--- src/inc/crs_map.svh ---
// Timing counts and widths for the card reset sequencer
`ifndef CRS_MAP_SVH
`define CRS_MAP_SVH

// Counter width, wide enough for the longest count in card clock cycles
`define CRS_CNT_W        16

// All counts are in card clock cycles
`define CRS_RX_HIGH_CYC  16'h00C8
`define CRS_RST_LOW_CYC  16'h9C40
`define CRS_RST_HIGH_CYC 16'h9C40
`define CRS_ANS_MIN_CYC  16'h0190
`define CRS_ANS_MAX_CYC  16'h9C40

`endif

--- src/inc/crs_pkg.sv ---
// Types for the card reset sequencer
package crs_pkg;

   typedef enum logic [2:0] {
      CRS_ST_IDLE,
      CRS_ST_LOW,
      CRS_ST_HIGH,
      CRS_ST_DONE
   } crs_state_t;

endpackage

--- src/verilog/crs_sync.sv ---
// Two-stage synchroniser for levels entering the clk domain
`timescale 1ns/1ps
`default_nettype none

module crs_sync #(
   parameter int WIDTH = 1
) (
   input  wire logic             clk,
   input  wire logic             rst_n,
   input  wire logic [WIDTH-1:0] d,
   output var  logic [WIDTH-1:0] q
);

   logic [WIDTH-1:0] meta_reg;

   // First stage feeds only the second stage
   always_ff @(posedge clk or negedge rst_n) begin
      if (!rst_n) begin
         meta_reg <= '0;
         q        <= '0;
      end else begin
         meta_reg <= d;
         q        <= meta_reg;
      end
   end

endmodule

`default_nettype wire

--- src/verilog/crs_seq.sv ---
// Start-up reset sequencer for an active-low-reset smart card
//
// Notes on behaviour
// - Card clock starts after power-up; T0.
// - Reset held low 40000 cycles from T0.
// - Reset driven high after low phase; T1.
// - Reset held high 40000 cycles after T1.
`timescale 1ns/1ps
`default_nettype none
`include "crs_map.svh"

module crs_seq #(
   parameter logic [`CRS_CNT_W-1:0] RST_LOW_CYC  = `CRS_RST_LOW_CYC,
   parameter logic [`CRS_CNT_W-1:0] RST_HIGH_CYC = `CRS_RST_HIGH_CYC,
   parameter logic [`CRS_CNT_W-1:0] ANS_MAX_CYC  = `CRS_ANS_MAX_CYC
) (
   input  wire logic clk,
   input  wire logic rst_n,
   input  wire logic card_clk_src,
   input  wire logic card_rx,
   output var  logic card_clk,
   output var  logic card_rst_n,
   output var  logic seq_busy,
   output var  logic answer_seen,
   output var  logic err_rx_idle,
   output var  logic err_answer_early,
   output var  logic err_answer_late
);

   import crs_pkg::*;

   function automatic logic rose(input logic cur, input logic prev);
      rose = cur & ~prev;
   endfunction

   logic [1:0]            sync_q;
   logic                  src_s;
   logic                  rx_s;
   logic                  src_prev_reg;
   logic                  rx_prev_reg;
   logic                  card_edge;
   logic                  rx_fall;
   crs_state_t            state_reg;
   crs_state_t            state_next;
   logic [`CRS_CNT_W-1:0] cnt_reg;
   logic                  clk_en_reg;
   logic                  answered_reg;

   // Both the card clock source and the receive line are asynchronous pins
   crs_sync #(
      .WIDTH (2)
   ) u_sync (
      .clk   (clk),
      .rst_n (rst_n),
      .d     ({card_rx, card_clk_src}),
      .q     (sync_q)
   );

   assign src_s = sync_q[0];
   assign rx_s  = sync_q[1];

   always_ff @(posedge clk or negedge rst_n) begin
      if (!rst_n) begin
         src_prev_reg <= 1'b0;
         rx_prev_reg  <= 1'b0;
      end else begin
         src_prev_reg <= src_s;
         rx_prev_reg  <= rx_s;
      end
   end

   // One card clock cycle is counted per rising edge of the gated source
   assign card_edge = clk_en_reg & rose(src_s, src_prev_reg);
   // Start bit of the answer; rx_prev resets low so no false edge at start
   assign rx_fall   = rose(rx_prev_reg, rx_s);

   always_comb begin
      state_next = state_reg;
      case (state_reg)
         CRS_ST_IDLE: begin
            state_next = CRS_ST_LOW;
         end
         CRS_ST_LOW: begin
            // First counted edge may trail T0; one more edge keeps a full low time
            if (card_edge && cnt_reg == RST_LOW_CYC) begin
               state_next = CRS_ST_HIGH;
            end
         end
         CRS_ST_HIGH: begin
            // Leave on the RST_HIGH_CYC-th counted edge; ANS_MAX_CYC plays no part in the exit
            if (card_edge && cnt_reg == RST_HIGH_CYC - 16'h0001) begin
               state_next = CRS_ST_DONE;
            end
         end
         CRS_ST_DONE: begin
            state_next = CRS_ST_DONE;
         end
         default: begin
            state_next = CRS_ST_IDLE;
         end
      endcase
   end

   always_ff @(posedge clk or negedge rst_n) begin
      if (!rst_n) begin
         state_reg <= CRS_ST_IDLE;
      end else begin
         state_reg <= state_next;
      end
   end

   // Counter restarts at T0 and again at T1
   always_ff @(posedge clk or negedge rst_n) begin
      if (!rst_n) begin
         cnt_reg <= '0;
      end else if (state_reg != state_next) begin
         cnt_reg <= '0;
      end else if (card_edge && state_reg != CRS_ST_DONE) begin
         cnt_reg <= cnt_reg + 16'h0001;
      end
   end

   // Clock enabled once after reset and left running
   always_ff @(posedge clk or negedge rst_n) begin
      if (!rst_n) begin
         clk_en_reg <= 1'b0;
         card_clk   <= 1'b0;
      end else begin
         if (state_reg == CRS_ST_IDLE) begin
            clk_en_reg <= 1'b1;
         end
         card_clk <= clk_en_reg & src_s;
      end
   end

   // Reset stays high for good after T1, which covers the minimum hold
   always_ff @(posedge clk or negedge rst_n) begin
      if (!rst_n) begin
         card_rst_n <= 1'b0;
      end else begin
         card_rst_n <= (state_next == CRS_ST_HIGH) || (state_next == CRS_ST_DONE);
      end
   end

   always_ff @(posedge clk or negedge rst_n) begin
      if (!rst_n) begin
         seq_busy <= 1'b1;
      end else begin
         seq_busy <= state_next != CRS_ST_DONE;
      end
   end

   // The card's own idle level is checked once, at the 200th cycle
   always_ff @(posedge clk or negedge rst_n) begin
      if (!rst_n) begin
         err_rx_idle <= 1'b0;
      end else if (state_reg == CRS_ST_LOW && card_edge &&
                   cnt_reg == `CRS_RX_HIGH_CYC - 16'h0001 && !rx_s) begin
         err_rx_idle <= 1'b1;
      end
   end

   // Only the first start bit after T1 counts as the answer
   always_ff @(posedge clk or negedge rst_n) begin
      if (!rst_n) begin
         answered_reg <= 1'b0;
         answer_seen  <= 1'b0;
      end else if (state_reg == CRS_ST_HIGH && rx_fall && !answered_reg) begin
         answered_reg <= 1'b1;
         answer_seen  <= cnt_reg >= `CRS_ANS_MIN_CYC && cnt_reg < ANS_MAX_CYC;
      end
   end

   // An answer during the low phase is as wrong as one before 400 cycles
   always_ff @(posedge clk or negedge rst_n) begin
      if (!rst_n) begin
         err_answer_early <= 1'b0;
      end else if (rx_fall && (state_reg == CRS_ST_LOW ||
                   (state_reg == CRS_ST_HIGH && !answered_reg &&
                    cnt_reg < `CRS_ANS_MIN_CYC))) begin
         err_answer_early <= 1'b1;
      end
   end

   // No start bit by the window end; a later one cannot clear this
   always_ff @(posedge clk or negedge rst_n) begin
      if (!rst_n) begin
         err_answer_late <= 1'b0;
      end else if (state_reg == CRS_ST_HIGH && !answered_reg && !rx_fall &&
                   card_edge && cnt_reg >= ANS_MAX_CYC - 16'h0001) begin
         // Judged on the closing edge itself, since HIGH may end on that same edge
         err_answer_late <= 1'b1;
      end else if (state_reg == CRS_ST_HIGH && !answered_reg && rx_fall &&
                   cnt_reg >= ANS_MAX_CYC) begin
         err_answer_late <= 1'b1;
      end
   end

endmodule

`default_nettype wire

--- config.mk ---
export PLATFORM = sky130hd
export DESIGN_NAME = crs_seq
export DESIGN_NICKNAME = d
export VERILOG_FILES = /design/src/inc/crs_pkg.sv /design/src/verilog/crs_sync.sv /design/src/verilog/crs_seq.sv
export VERILOG_INCLUDE_DIRS = /design/src /design/src/inc
export SDC_FILE = /design/constraint.sdc
export NUM_CORES = 1
export LEC_CHECK = 0
export BUFFER_PORTS_ARGS = -buffer_cell sky130_fd_sc_hd__buf_2
export CORE_MARGIN = 5
export CORE_UTILIZATION = 42
export CTS_CLUSTER_SIZE = 20
export DETAILED_ROUTE_END_ITERATION = 16
export PLACE_DENSITY = 0.63
export SLEW_MARGIN = 0
export SYNTH_ARGS = -nofsm -noshare
export SYNTH_HDL_FRONTEND = slang
export SYNTH_SLANG_ARGS = --single-unit
--- constraint.sdc ---
create_clock -name clk -period 5.4 [get_ports clk]
set_input_delay 0 -clock clk [delete_from_list [all_inputs] [get_ports clk]]
set_output_delay 0 -clock clk [all_outputs]
set_load 0.02 [all_outputs]
==> results of run 1 <==
==> worst max-delay path: cells and delay by family, from the launching register on <==
family | cells | cell delay (ps)
AOI/OAI and AO/OA | 2 | 960
DFF | 1 | 440
and+or+nand+nor | 2 | 830
==> layer usage <==
layer | global-route usage | routed length, µm | vias up
li1 | - | - | 642
met1 | 0.208 | 1640 | 653
met2 | 0.217 | 1670 | 27
met3 | 0.0492 | 173 | 7
met4 | 0.0825 | 77 | 0
met5 | 0 | 0 | -
==> power breakdown <==
group | switching, mW | internal, mW | leakage, nW
clock | 0.0876 | 0.103 | 0.0482
combinational | 0.0135 | 0.00741 | 0.269
sequential | 0.00362 | 0.259 | 0.440
==> cells by family after synthesis <==
| logic type | after synthesis |
|---|---|
| other cells | 1 |
| fa+ha+maj | 2 |
| compound gates | 41 |
| buf+inv | 11 |
| flops | 34 |
| simple gates | 65 |
| xor+xnor | 7 |
| mux | 1 |
==> synth_stat cells, types with 2 or more instances <==
library cell   n  area share
and3_1         4       0.015
a22oi_1        6       0.026
clkbuf_1       3      0.0066
nand3b_1       2      0.0088
nand2_1        7       0.015
o21ai_0        7       0.021
ha_1           2       0.015
dfrtp_1       33        0.49
or3_1          8       0.029
and3b_1        3       0.015
a21oi_1       13       0.038
inv_1          5       0.011
nand4_1        4       0.015
or4_1          3       0.013
xor2_1         2       0.010
nor4_1         8       0.029
nand3_1        8       0.024
a21o_1         2      0.0088
o31ai_1        4       0.018
nor3_1         4       0.012
and2_1         3       0.011
xnor2_1        5       0.026
==> what timing repair did <==
item,CTS,global route
endpoints found under the setup margin,0,0
gates resized for setup,0,0
hold buffers,3,0
hold endpoints to repair,35,0
==> layout make-up <==
cell class / count / area [µm²] / area share
Multi-Input combinational cell: 117 / 796 / 0.419
Tap cell: 50 / 62.6 / 0.0329
Inverter: 5 / 18.8 / 0.00987
Timing Repair Buffer: 13 / 80.1 / 0.0421
Clock inverter: 1 / 5.00 / 0.00263
Clock buffer: 7 / 86.3 / 0.0454
Sequential cell: 34 / 852 / 0.448
==> stage by stage <==
step,instance area [µm²],utilization,instances
2_1_floorplan,1700,-,162
3_3_place_gp,1780,0.448,216
3_5_place_dp,1780,0.448,216
4_1_cts,1900,0.479,227
5_1_grt,1900,0.479,227
6_report,1900,0.479,227
==> worst max path at each step <==
stage | start | end | slack [ps] | cells after the start
6_report | cnt_reg[13]$_DFFE_PN0P_ | cnt_reg[13]$_DFFE_PN0P_ | 3060 | 4
3_5_place_dp | cnt_reg[14]$_DFFE_PN0P_ | cnt_reg[13]$_DFFE_PN0P_ | 3060 | 4
5_1_grt | cnt_reg[1]$_DFFE_PN0P_ | cnt_reg[13]$_DFFE_PN0P_ | 2970 | 5
4_1_cts | cnt_reg[13]$_DFFE_PN0P_ | cnt_reg[13]$_DFFE_PN0P_ | 3050 | 4
2_1_floorplan | cnt_reg[14]$_DFFE_PN0P_ | cnt_reg[12]$_DFFE_PN0P_ | 3430 | 5
3_3_place_gp | cnt_reg[13]$_DFFE_PN0P_ | cnt_reg[13]$_DFFE_PN0P_ | 3120 | 4
==> flow_metrics.env, run 1 <==
export IMPL_outcome="completed"
export IMPL_ys_warn_count=0
export IMPL_num_nets_final=182
export IMPL_leakage_nw=0.758
export IMPL_num_vias=1329
export IMPL_ys_flop_type="dfrtp_1"
export IMPL_clock_sinks=34
export IMPL_grt_max_degree=35
export IMPL_rrSetupSlack_ps=3060
export IMPL_drive_above_1_share=0.136
export IMPL_holdWs_ps=318
export IMPL_synth_fa_ha_area_frac=0.0147
export IMPL_path_clk_slew_ps=70
export IMPL_fmax_ghz=0.428
export IMPL_avgSynthCellArea_um2=10.5
export IMPL_cp_arrival_ps=2510
export IMPL_synth_cells=162
export IMPL_slew_headroom=0.511
export IMPL_synth_xor_xnor_area_share=0.0360
export IMPL_core_um2=3970
export IMPL_critPathLaunchType="flop"
export IMPL_power_total_uw=474
export IMPL_clock_path_buffers=2
export IMPL_muxShareOfSynthArea=0.00588
export IMPL_crit_required_ps=5580
export IMPL_grt_pass1_wl_um=6240
export IMPL_synth_edf_count=0
export IMPL_final_common_cell="dfrtp_1"
export IMPL_postCtsSetupBuffers=0
export IMPL_end_kind="flop"
export IMPL_fp_dieW_um=73.7
export IMPL_power_density_nw_per_um2=249
export IMPL_avgViaCountPerCell=5.85
export IMPL_cap_violations=0
export IMPL_drc=0
export IMPL_ys_ff_latch=34
export IMPL_slowest_stage="o311ai_4"
export IMPL_synth_top_family_by_area="simple AND/OR/NAND/NOR gates"
export IMPL_r2r_start="cnt_reg[13]$_DFFE_PN0P_"
export IMPL_fp_row_count=23
export IMPL_grt_usage=0.154
export IMPL_numCtsBuffers=5
export IMPL_start_util=0.428
export IMPL_cts_tree="done"
export IMPL_worstReg2RegEnd="cnt_reg[13]$_DFFE_PN0P_"
export IMPL_finalSetupTns_ps=0
export IMPL_synth_compound_area_frac=0.170
export IMPL_hpwlAfterDp_um=2520
export IMPL_dr_pass1_iters=4
export IMPL_cts_root_buffer="clkbuf_8"
export IMPL_fin_crit_ps=2340
export IMPL_worstPathCellList="or3b_1, or3b_4, o311ai_4, o2bb2a_1"
export IMPL_largest_register_ffs=16
export IMPL_drt_initial_drc_count=83
export IMPL_insertion_delay_ps=290
export IMPL_overflow=0
export IMPL_synth_cell_types=48
export IMPL_syn_num_nets=168
export IMPL_area_delta_synth_final_pct=11.7
export IMPL_crit_path_max_incr_delay_ps=660
export IMPL_rsz0062_at_grt="false"
export IMPL_ant_nets=0
export IMPL_tightestPinTransition_ps=734
export IMPL_finalCritPeriodShare=0.432
export IMPL_nFillCells=367
export IMPL_clock_skew_ps=7.18
export IMPL_gp_congestion=0.838
export IMPL_grt_pass1_vias=1273
export IMPL_die_area_um2=5420
export IMPL_antenna_found_initial=0
export IMPL_cts_max_level=2
export IMPL_mostFrequentLayoutCells="dfrtp_1 (33), a21oi_1 (13), buf_2 (10)"
export IMPL_slew_viol_final=0
export IMPL_final_setup_worst_slack_ps=3060
export IMPL_netlist_area_um2=1700
export IMPL_path_class="reg -> reg"
export IMPL_pre_cts_ws_ps=3060
export IMPL_synth_seq_area_share=0.501
export IMPL_async_flop_share=1.00
export IMPL_die_height_um=73.7
export IMPL_crit_path_max_fanout=16
export IMPL_drt_total_wl_um=3560
export IMPL_worst_r2r_path_depth=4
export IMPL_hold_viol_final=0
export IMPL_ios=11
export IMPL_insertedDiodeCount=0
export IMPL_wire_per_inst_um=15.7
export IMPL_hold_class="in -> async"
export IMPL_finalSetupViolations=0
export IMPL_port_buffers=10
export IMPL_vdd_drop_max_mv=0.134
export IMPL_synth_simple_area_share=0.239
Power figures use the tool's default switching activity.
==> run 2: changes to the inputs <==
--- a/config.mk
+++ b/config.mk
@@ -11,7 +11,7 @@
 export CORE_UTILIZATION = 42
 export CTS_CLUSTER_SIZE = 20
 export DETAILED_ROUTE_END_ITERATION = 16
-export PLACE_DENSITY = 0.63
+export PLACE_DENSITY = 0.65
 export SLEW_MARGIN = 0
 export SYNTH_ARGS = -nofsm -noshare
 export SYNTH_HDL_FRONTEND = slang
==> constraint.sdc (replaced) <==
create_clock -name clk -period 1.98 [get_ports clk]
set_input_delay 0 -clock clk [delete_from_list [all_inputs] [get_ports clk]]
set_output_delay 0 -clock clk [all_outputs]
set_load 0.02 [all_outputs]
==> flow_metrics.env, run 2 (synthesis results as in run 1) <==
export IMPL_outcome="completed"
export IMPL_antenna_found_initial=0
export IMPL_clock_skew_ps=12.4
export IMPL_crit_path_max_fanout=6
export IMPL_finalSetupViolations=0
export IMPL_wire_per_inst_um=16.3
export IMPL_cts_tree="done"
export IMPL_clock_sinks=34
export IMPL_crit_path_max_incr_delay_ps=560
export IMPL_cp_arrival_ps=2170
export IMPL_final_common_cell="dfrtp_1"
export IMPL_ios=11
export IMPL_port_buffers=10
export IMPL_dp_cells=235
export IMPL_cts_max_level=2
export IMPL_area_sequential_um2=853
export IMPL_crit_buf_inv=0
export IMPL_r2r_start="state_reg[1]$_DFF_PN0_"
export IMPL_grt_pass1_wl_um=6840
export IMPL_ant_nets=0
export IMPL_grt_usage=0.168
export IMPL_dr_pass1_iters=4
export IMPL_fin_crit_ps=1960
export IMPL_design_area_um2=2170
export IMPL_die_height_um=73.7
export IMPL_multi_input_comb_area_um2=832
export IMPL_critPathLaunchType="flop"
export IMPL_fp_dieW_um=73.7
export IMPL_hpwlAfterDp_um=2890
export IMPL_drive_above_1_share=0.282
export IMPL_grt_pass1_vias=1430
export IMPL_slew_headroom=0.505
export IMPL_vdd_drop_max_mv=0.784
export IMPL_cap_violations=0
export IMPL_placement_cell_area_um2=1920
export IMPL_power_density_nw_per_um2=713
export IMPL_wl_met3_um=272
export IMPL_met2_length_um=1930
export IMPL_fin_cells=252
export IMPL_finalCritPeriodShare=0.989
export IMPL_crit_family="simple AND/OR/NAND/NOR gates"
export IMPL_cts_root_buffer="clkbuf_8"
export IMPL_clock_path_buffers=2
export IMPL_area_delta_synth_final_pct=27.6
export IMPL_grt_max_degree=35
export IMPL_die_area_um2=5420
export IMPL_num_vias=1462
export IMPL_drt_total_wl_um=4100
export IMPL_fmax_ghz=0.511
export IMPL_crit_path_start="state_reg[1]$_DFF_PN0_"
export IMPL_insertedDiodeCount=0
export IMPL_slowest_stage="or4_4"
export IMPL_num_nets_final=207
export IMPL_rrSetupSlack_ps=20
export IMPL_fp_row_count=23
export IMPL_worst_r2r_path_depth=4
export IMPL_start_util=0.428
export IMPL_m1WireLength_um=1810
export IMPL_numCtsBuffers=5
export IMPL_crit_required_ps=2190
export IMPL_worstPathCellList="and3b_1, or4_4, or4_1, a22oi_1"
export IMPL_slew_viol_final=0
export IMPL_drt_initial_drc_count=199
export IMPL_leakage_nw=0.904
export IMPL_path_class="reg -> reg"
export IMPL_insertion_delay_ps=290
export IMPL_avgViaCountPerCell=5.80
export IMPL_worstReg2RegEnd="cnt_reg[15]$_DFFE_PN0P_"
export IMPL_overflow=0
export IMPL_largest_register_ffs=16
export IMPL_core_um2=3970
export IMPL_nFillCells=344
export IMPL_mostFrequentLayoutCells="dfrtp_1 (32), buf_4 (22), a21oi_1 (12)"
export IMPL_drc=0
export IMPL_hold_viol_final=0
export IMPL_tightestPinTransition_ps=742
export IMPL_gp_congestion=0.968
export IMPL_topRoutingLayerUsed="met4"
export IMPL_hold_class="in -> async"
export IMPL_path_clk_slew_ps=80
export IMPL_end_kind="flop"
-- run 2: changes by cell type in the layout (fill, tap and decap cells not counted), sizes merged --
cell    previous run  this run
buf               10        34
clkbuf             7         5
or4                4         5
bufinv             0         2
-- run 2: layout make-up --
cell class / instances / area share
sequential: 34 / 0.393
inverter: 5 / 0.00864
clock inverter: 3 / 0.0317
clock buffer: 5 / 0.0317
timing repair buffer: 37 / 0.123
tap: 50 / 0.0288
multi-input combinational: 118 / 0.383
-- run 2: metrics by stage --
| stage | total power [mW] | setup slack, ps | util | setup TNS [ps] | hold slack (ps) |
|---|---|---|---|---|---|
| after floorplan | 0.758 | 14.1 | - | 0 | -296 |
| after global placement | 0.788 | 33.2 | 0.484 | 0 | 89.5 |
| after detailed placement | 0.790 | -14.9 | 0.484 | -29.3 | 110 |
| after CTS | 1.57 | 4.24 | 0.527 | 0 | 322 |
| after global routing | 1.62 | -10.8 | 0.547 | -39.2 | 338 |
| final | 1.55 | 21.1 | 0.547 | 0 | 308 |
-- run 2: report_power, final --
part	total, mW	internal [mW]	switching [mW]
sequential	0.711	0.706	0.00576
combinational	0.0737	0.0299	0.0438
clock	0.764	0.504	0.260
total	1.55	1.24	0.310
-- run 2: metal layers --
layer  up-vias  global-route usage
met5         -                   0
met4         0              0.0724
met3        10              0.0561
met2        47               0.258
met1       708               0.216
li1        697                   -
-- run 2: worst max-delay path by stage --
stage / end / cells past startpoint
final: cnt_reg[15]$_DFFE_PN0P_ / 4
after global placement: cnt_reg[15]$_DFFE_PN0P_ / 4
after detailed placement: cnt_reg[15]$_DFFE_PN0P_ / 4
after floorplan: cnt_reg[12]$_DFFE_PN0P_ / 5
after CTS: cnt_reg[15]$_DFFE_PN0P_ / 4
after global routing: cnt_reg[15]$_DFFE_PN0P_ / 4
-- run 2: repair_timing --
item | in CTS | in global routing
resized for setup | 1 | 9
endpoints found under the setup margin | 13 | 16
buffers inserted | 0 | 5
hold buffers | 3 | 0
gates cloned | 0 | 1
hold endpoints to repair | 35 | 0
pin swaps | 2 | 1
==> run 3: changes to the inputs <==
--- a/config.mk
+++ b/config.mk
@@ -15,4 +15,5 @@
 export SLEW_MARGIN = 0
 export SYNTH_ARGS = -nofsm -noshare
 export SYNTH_HDL_FRONTEND = slang
+export SYNTH_HIERARCHICAL = 1
 export SYNTH_SLANG_ARGS = --single-unit
==> flow_metrics.env, run 3 <==
export IMPL_die_height_um=73.5
export IMPL_crit_required_ps=2170
export IMPL_vdd_drop_max_mv=0.450
export IMPL_rrSetupSlack_ps=70
export IMPL_fin_util=0.503
export IMPL_wire_per_inst_um=15.3
export IMPL_finalSetupTns_ps=0
export IMPL_slew_viol_final=0
export IMPL_cts_max_level=2
export IMPL_synth_cell_types=45
export IMPL_leakage_nw=0.895
export IMPL_m1WireLength_um=1640
export IMPL_dr_pass1_iters=4
export IMPL_synth_commonest_cells="dfrtp_1 (33), nor3_1 (16), nand3_1 (9), nand4_1 (8), nor2_1 (8)"
export IMPL_synth_edf_count=0
export IMPL_drc=0
export IMPL_crit_path_max_incr_delay_ps=480
export IMPL_slew_headroom=0.502
export IMPL_ys_ff_latch=34
export IMPL_cap_violations=0
export IMPL_ctsResizeCount=0
export IMPL_cp_arrival_ps=2100
export IMPL_antenna_found_initial=0
export IMPL_nFillCells=344
export IMPL_fmax_ghz=0.525
export IMPL_yosysTopAreaCell="dfrtp_1"
export IMPL_path_clk_slew_ps=70
export IMPL_r2r_start="cnt_reg[0]$_DFFE_PN0P_"
export IMPL_fp_row_count=23
export IMPL_ys_warn_count=6
export IMPL_ys_flop_type="dfrtp_1"
export IMPL_grt_pass1_vias=1317
export IMPL_critPathLaunchType="flop"
export IMPL_fp_dieW_um=73.5
export IMPL_hold_viol_final=0
export IMPL_numCtsBuffers=5
export IMPL_async_flop_share=1.00
export IMPL_worst_r2r_path_depth=5
export IMPL_crit_family="simple AND/OR/NAND/NOR gates"
export IMPL_drt_initial_drc_count=90
export IMPL_avgViaCountPerCell=5.80
export IMPL_overflow=0
export IMPL_topRoutingLayerUsed="met4"
export IMPL_fin_cells=241
export IMPL_die_area_um2=5410
export IMPL_grt_pass1_wl_um=6220
export IMPL_holdWs_ps=316
export IMPL_ant_nets=0
export IMPL_insertion_delay_ps=280
export IMPL_p_sw_frac=0.224
export IMPL_outcome="completed"
export IMPL_ys_top_cells_by_area="dfrtp_1 (49%), nor3_1 (4.7%), nand4_1 (3.0%), nand3_1 (2.7%), xnor2_1 (2.6%)"
export IMPL_drive_above_1_share=0.199
export IMPL_finalSetupViolations=0
export IMPL_final_common_cell="dfrtp_1"
export IMPL_clock_sinks=34
export IMPL_end_kind="flop"
export IMPL_start_util=0.430
export IMPL_power_switching_uw=281
export IMPL_worstReg2RegEnd="cnt_reg[12]$_DFFE_PN0P_"
export IMPL_intPower_uw=974
export IMPL_hpwlAfterDp_um=2610
export IMPL_fin_crit_ps=1910
export IMPL_num_nets_final=196
export IMPL_clock_path_buffers=2
export IMPL_area_delta_synth_final_pct=17.0
export IMPL_dp_cells=227
export IMPL_grt_max_degree=35
export IMPL_path_class="reg -> reg"
export IMPL_synth_seq_area_share=0.503
export IMPL_yosysMostFrequentCell="dfrtp_1"
export IMPL_cts_tree="done"
export IMPL_power_density_nw_per_um2=633
export IMPL_hold_class="in -> async"
export IMPL_finalCritPeriodShare=0.963
export IMPL_worstPathCellList="ha_1, nand4b_1, or4_4, or3_1, a211oi_2"
export IMPL_clkPwrFrac=0.381
export IMPL_combinationalPowerShare=0.051
export IMPL_clock_skew_ps=7.40
export IMPL_met2_length_um=1810
export IMPL_insertedDiodeCount=0
export IMPL_crit_buf_inv=0
export IMPL_slowest_stage="or4_4"
export IMPL_avgSynthCellArea_um2=10.2
export IMPL_grt_usage=0.152
export IMPL_num_vias=1398
export IMPL_drt_total_wl_um=3690
export IMPL_cts_root_buffer="clkbuf_8"
export IMPL_mostFrequentLayoutCells="dfrtp_1 (33), nor3_1 (16), buf_4 (14)"
export IMPL_largest_register_ffs=16
export IMPL_crit_path_max_fanout=5
export IMPL_gp_congestion=0.868
export IMPL_power_total_mw=1.25
export IMPL_netlist_area_um2=1700
export IMPL_port_buffers=10
export IMPL_wl_met3_um=194
export IMPL_yosysTopAreaCellShare=0.487
export IMPL_syn_num_nets=172
export IMPL_core_um2=3940
export IMPL_synth_cells=166
export IMPL_tightestPinTransition_ps=746
export IMPL_ios=11
export IMPL_seq_power_share=0.568
## run 3: worst max path at each step
stage / from / endpoint / slack (ps) / cells past startpoint
floorplan: cnt_reg[1]$_DFFE_PN0P_ / cnt_reg[10]$_DFFE_PN0P_ / 130 / 5
global placement: cnt_reg[1]$_DFFE_PN0P_ / cnt_reg[10]$_DFFE_PN0P_ / 150 / 5
detailed placement: cnt_reg[1]$_DFFE_PN0P_ / cnt_reg[12]$_DFFE_PN0P_ / 80 / 5
CTS: cnt_reg[1]$_DFFE_PN0P_ / cnt_reg[12]$_DFFE_PN0P_ / 60 / 5
global route: cnt_reg[0]$_DFFE_PN0P_ / cnt_reg[12]$_DFFE_PN0P_ / -7 / 5
finish: cnt_reg[0]$_DFFE_PN0P_ / cnt_reg[12]$_DFFE_PN0P_ / 70 / 5
## run 3: layer usage
layer / vias to the layer above / track usage
li1: 663 / -
met1: 685 / 0.202
met2: 45 / 0.236
met3: 5 / 0.0410
met4: 0 / 0.0543
met5: - / 0
## run 3: cell families (layout without fill, tap and decap cells)
kind of cell    after synthesis  count (layout)  share of synthesized area
buf+inv                      14              39                     0.0339
simple gates                 76              76                      0.260
fa+ha+maj                     2               2                     0.0148
mux                           5               5                     0.0303
xor+xnor                      8               8                     0.0413
compound gates               26              26                      0.115
flops                        34              34                      0.503
other cells                   1               1                    0.00221
## run 3: cell type report
class	count	area [µm²]	share of cell area
inverter	4	15.0	0.00757
tap	50	62.6	0.0315
clock buffer	6	72.6	0.0366
sequential	34	852	0.430
clock inverter	2	10.0	0.00505
timing repair buffer	27	185	0.0934
multi-input combinational	118	786	0.396
## run 3: repair_timing
item | 4_1_cts | 5_1_grt
buffers inserted | 0 | 3
endpoints found under the hold margin | 35 | 0
setup endpoints to repair | 0 | 2
hold buffers | 3 | 0
## run 3: metrics by stage
step                setup WS [ps]  instance area (µm²)
floorplan                     128                 1700
global placement              153                 1850
detailed placement           84.7                 1850
CTS                          59.7                 1960
global route                -7.11                 1980
finish                       74.0                 1980
## run 3: power groups by stage
stage / clock (mW) / sequential (mW) / combinational [mW]
2_1_floorplan: 0 / 0.727 / 0.0242
3_3_place_gp: 0 / 0.725 / 0.0574
3_5_place_dp: 0 / 0.725 / 0.0586
4_1_cts: 0.496 / 0.712 / 0.0633
5_1_grt: 0.529 / 0.713 / 0.0724
6_report: 0.478 / 0.712 / 0.0642
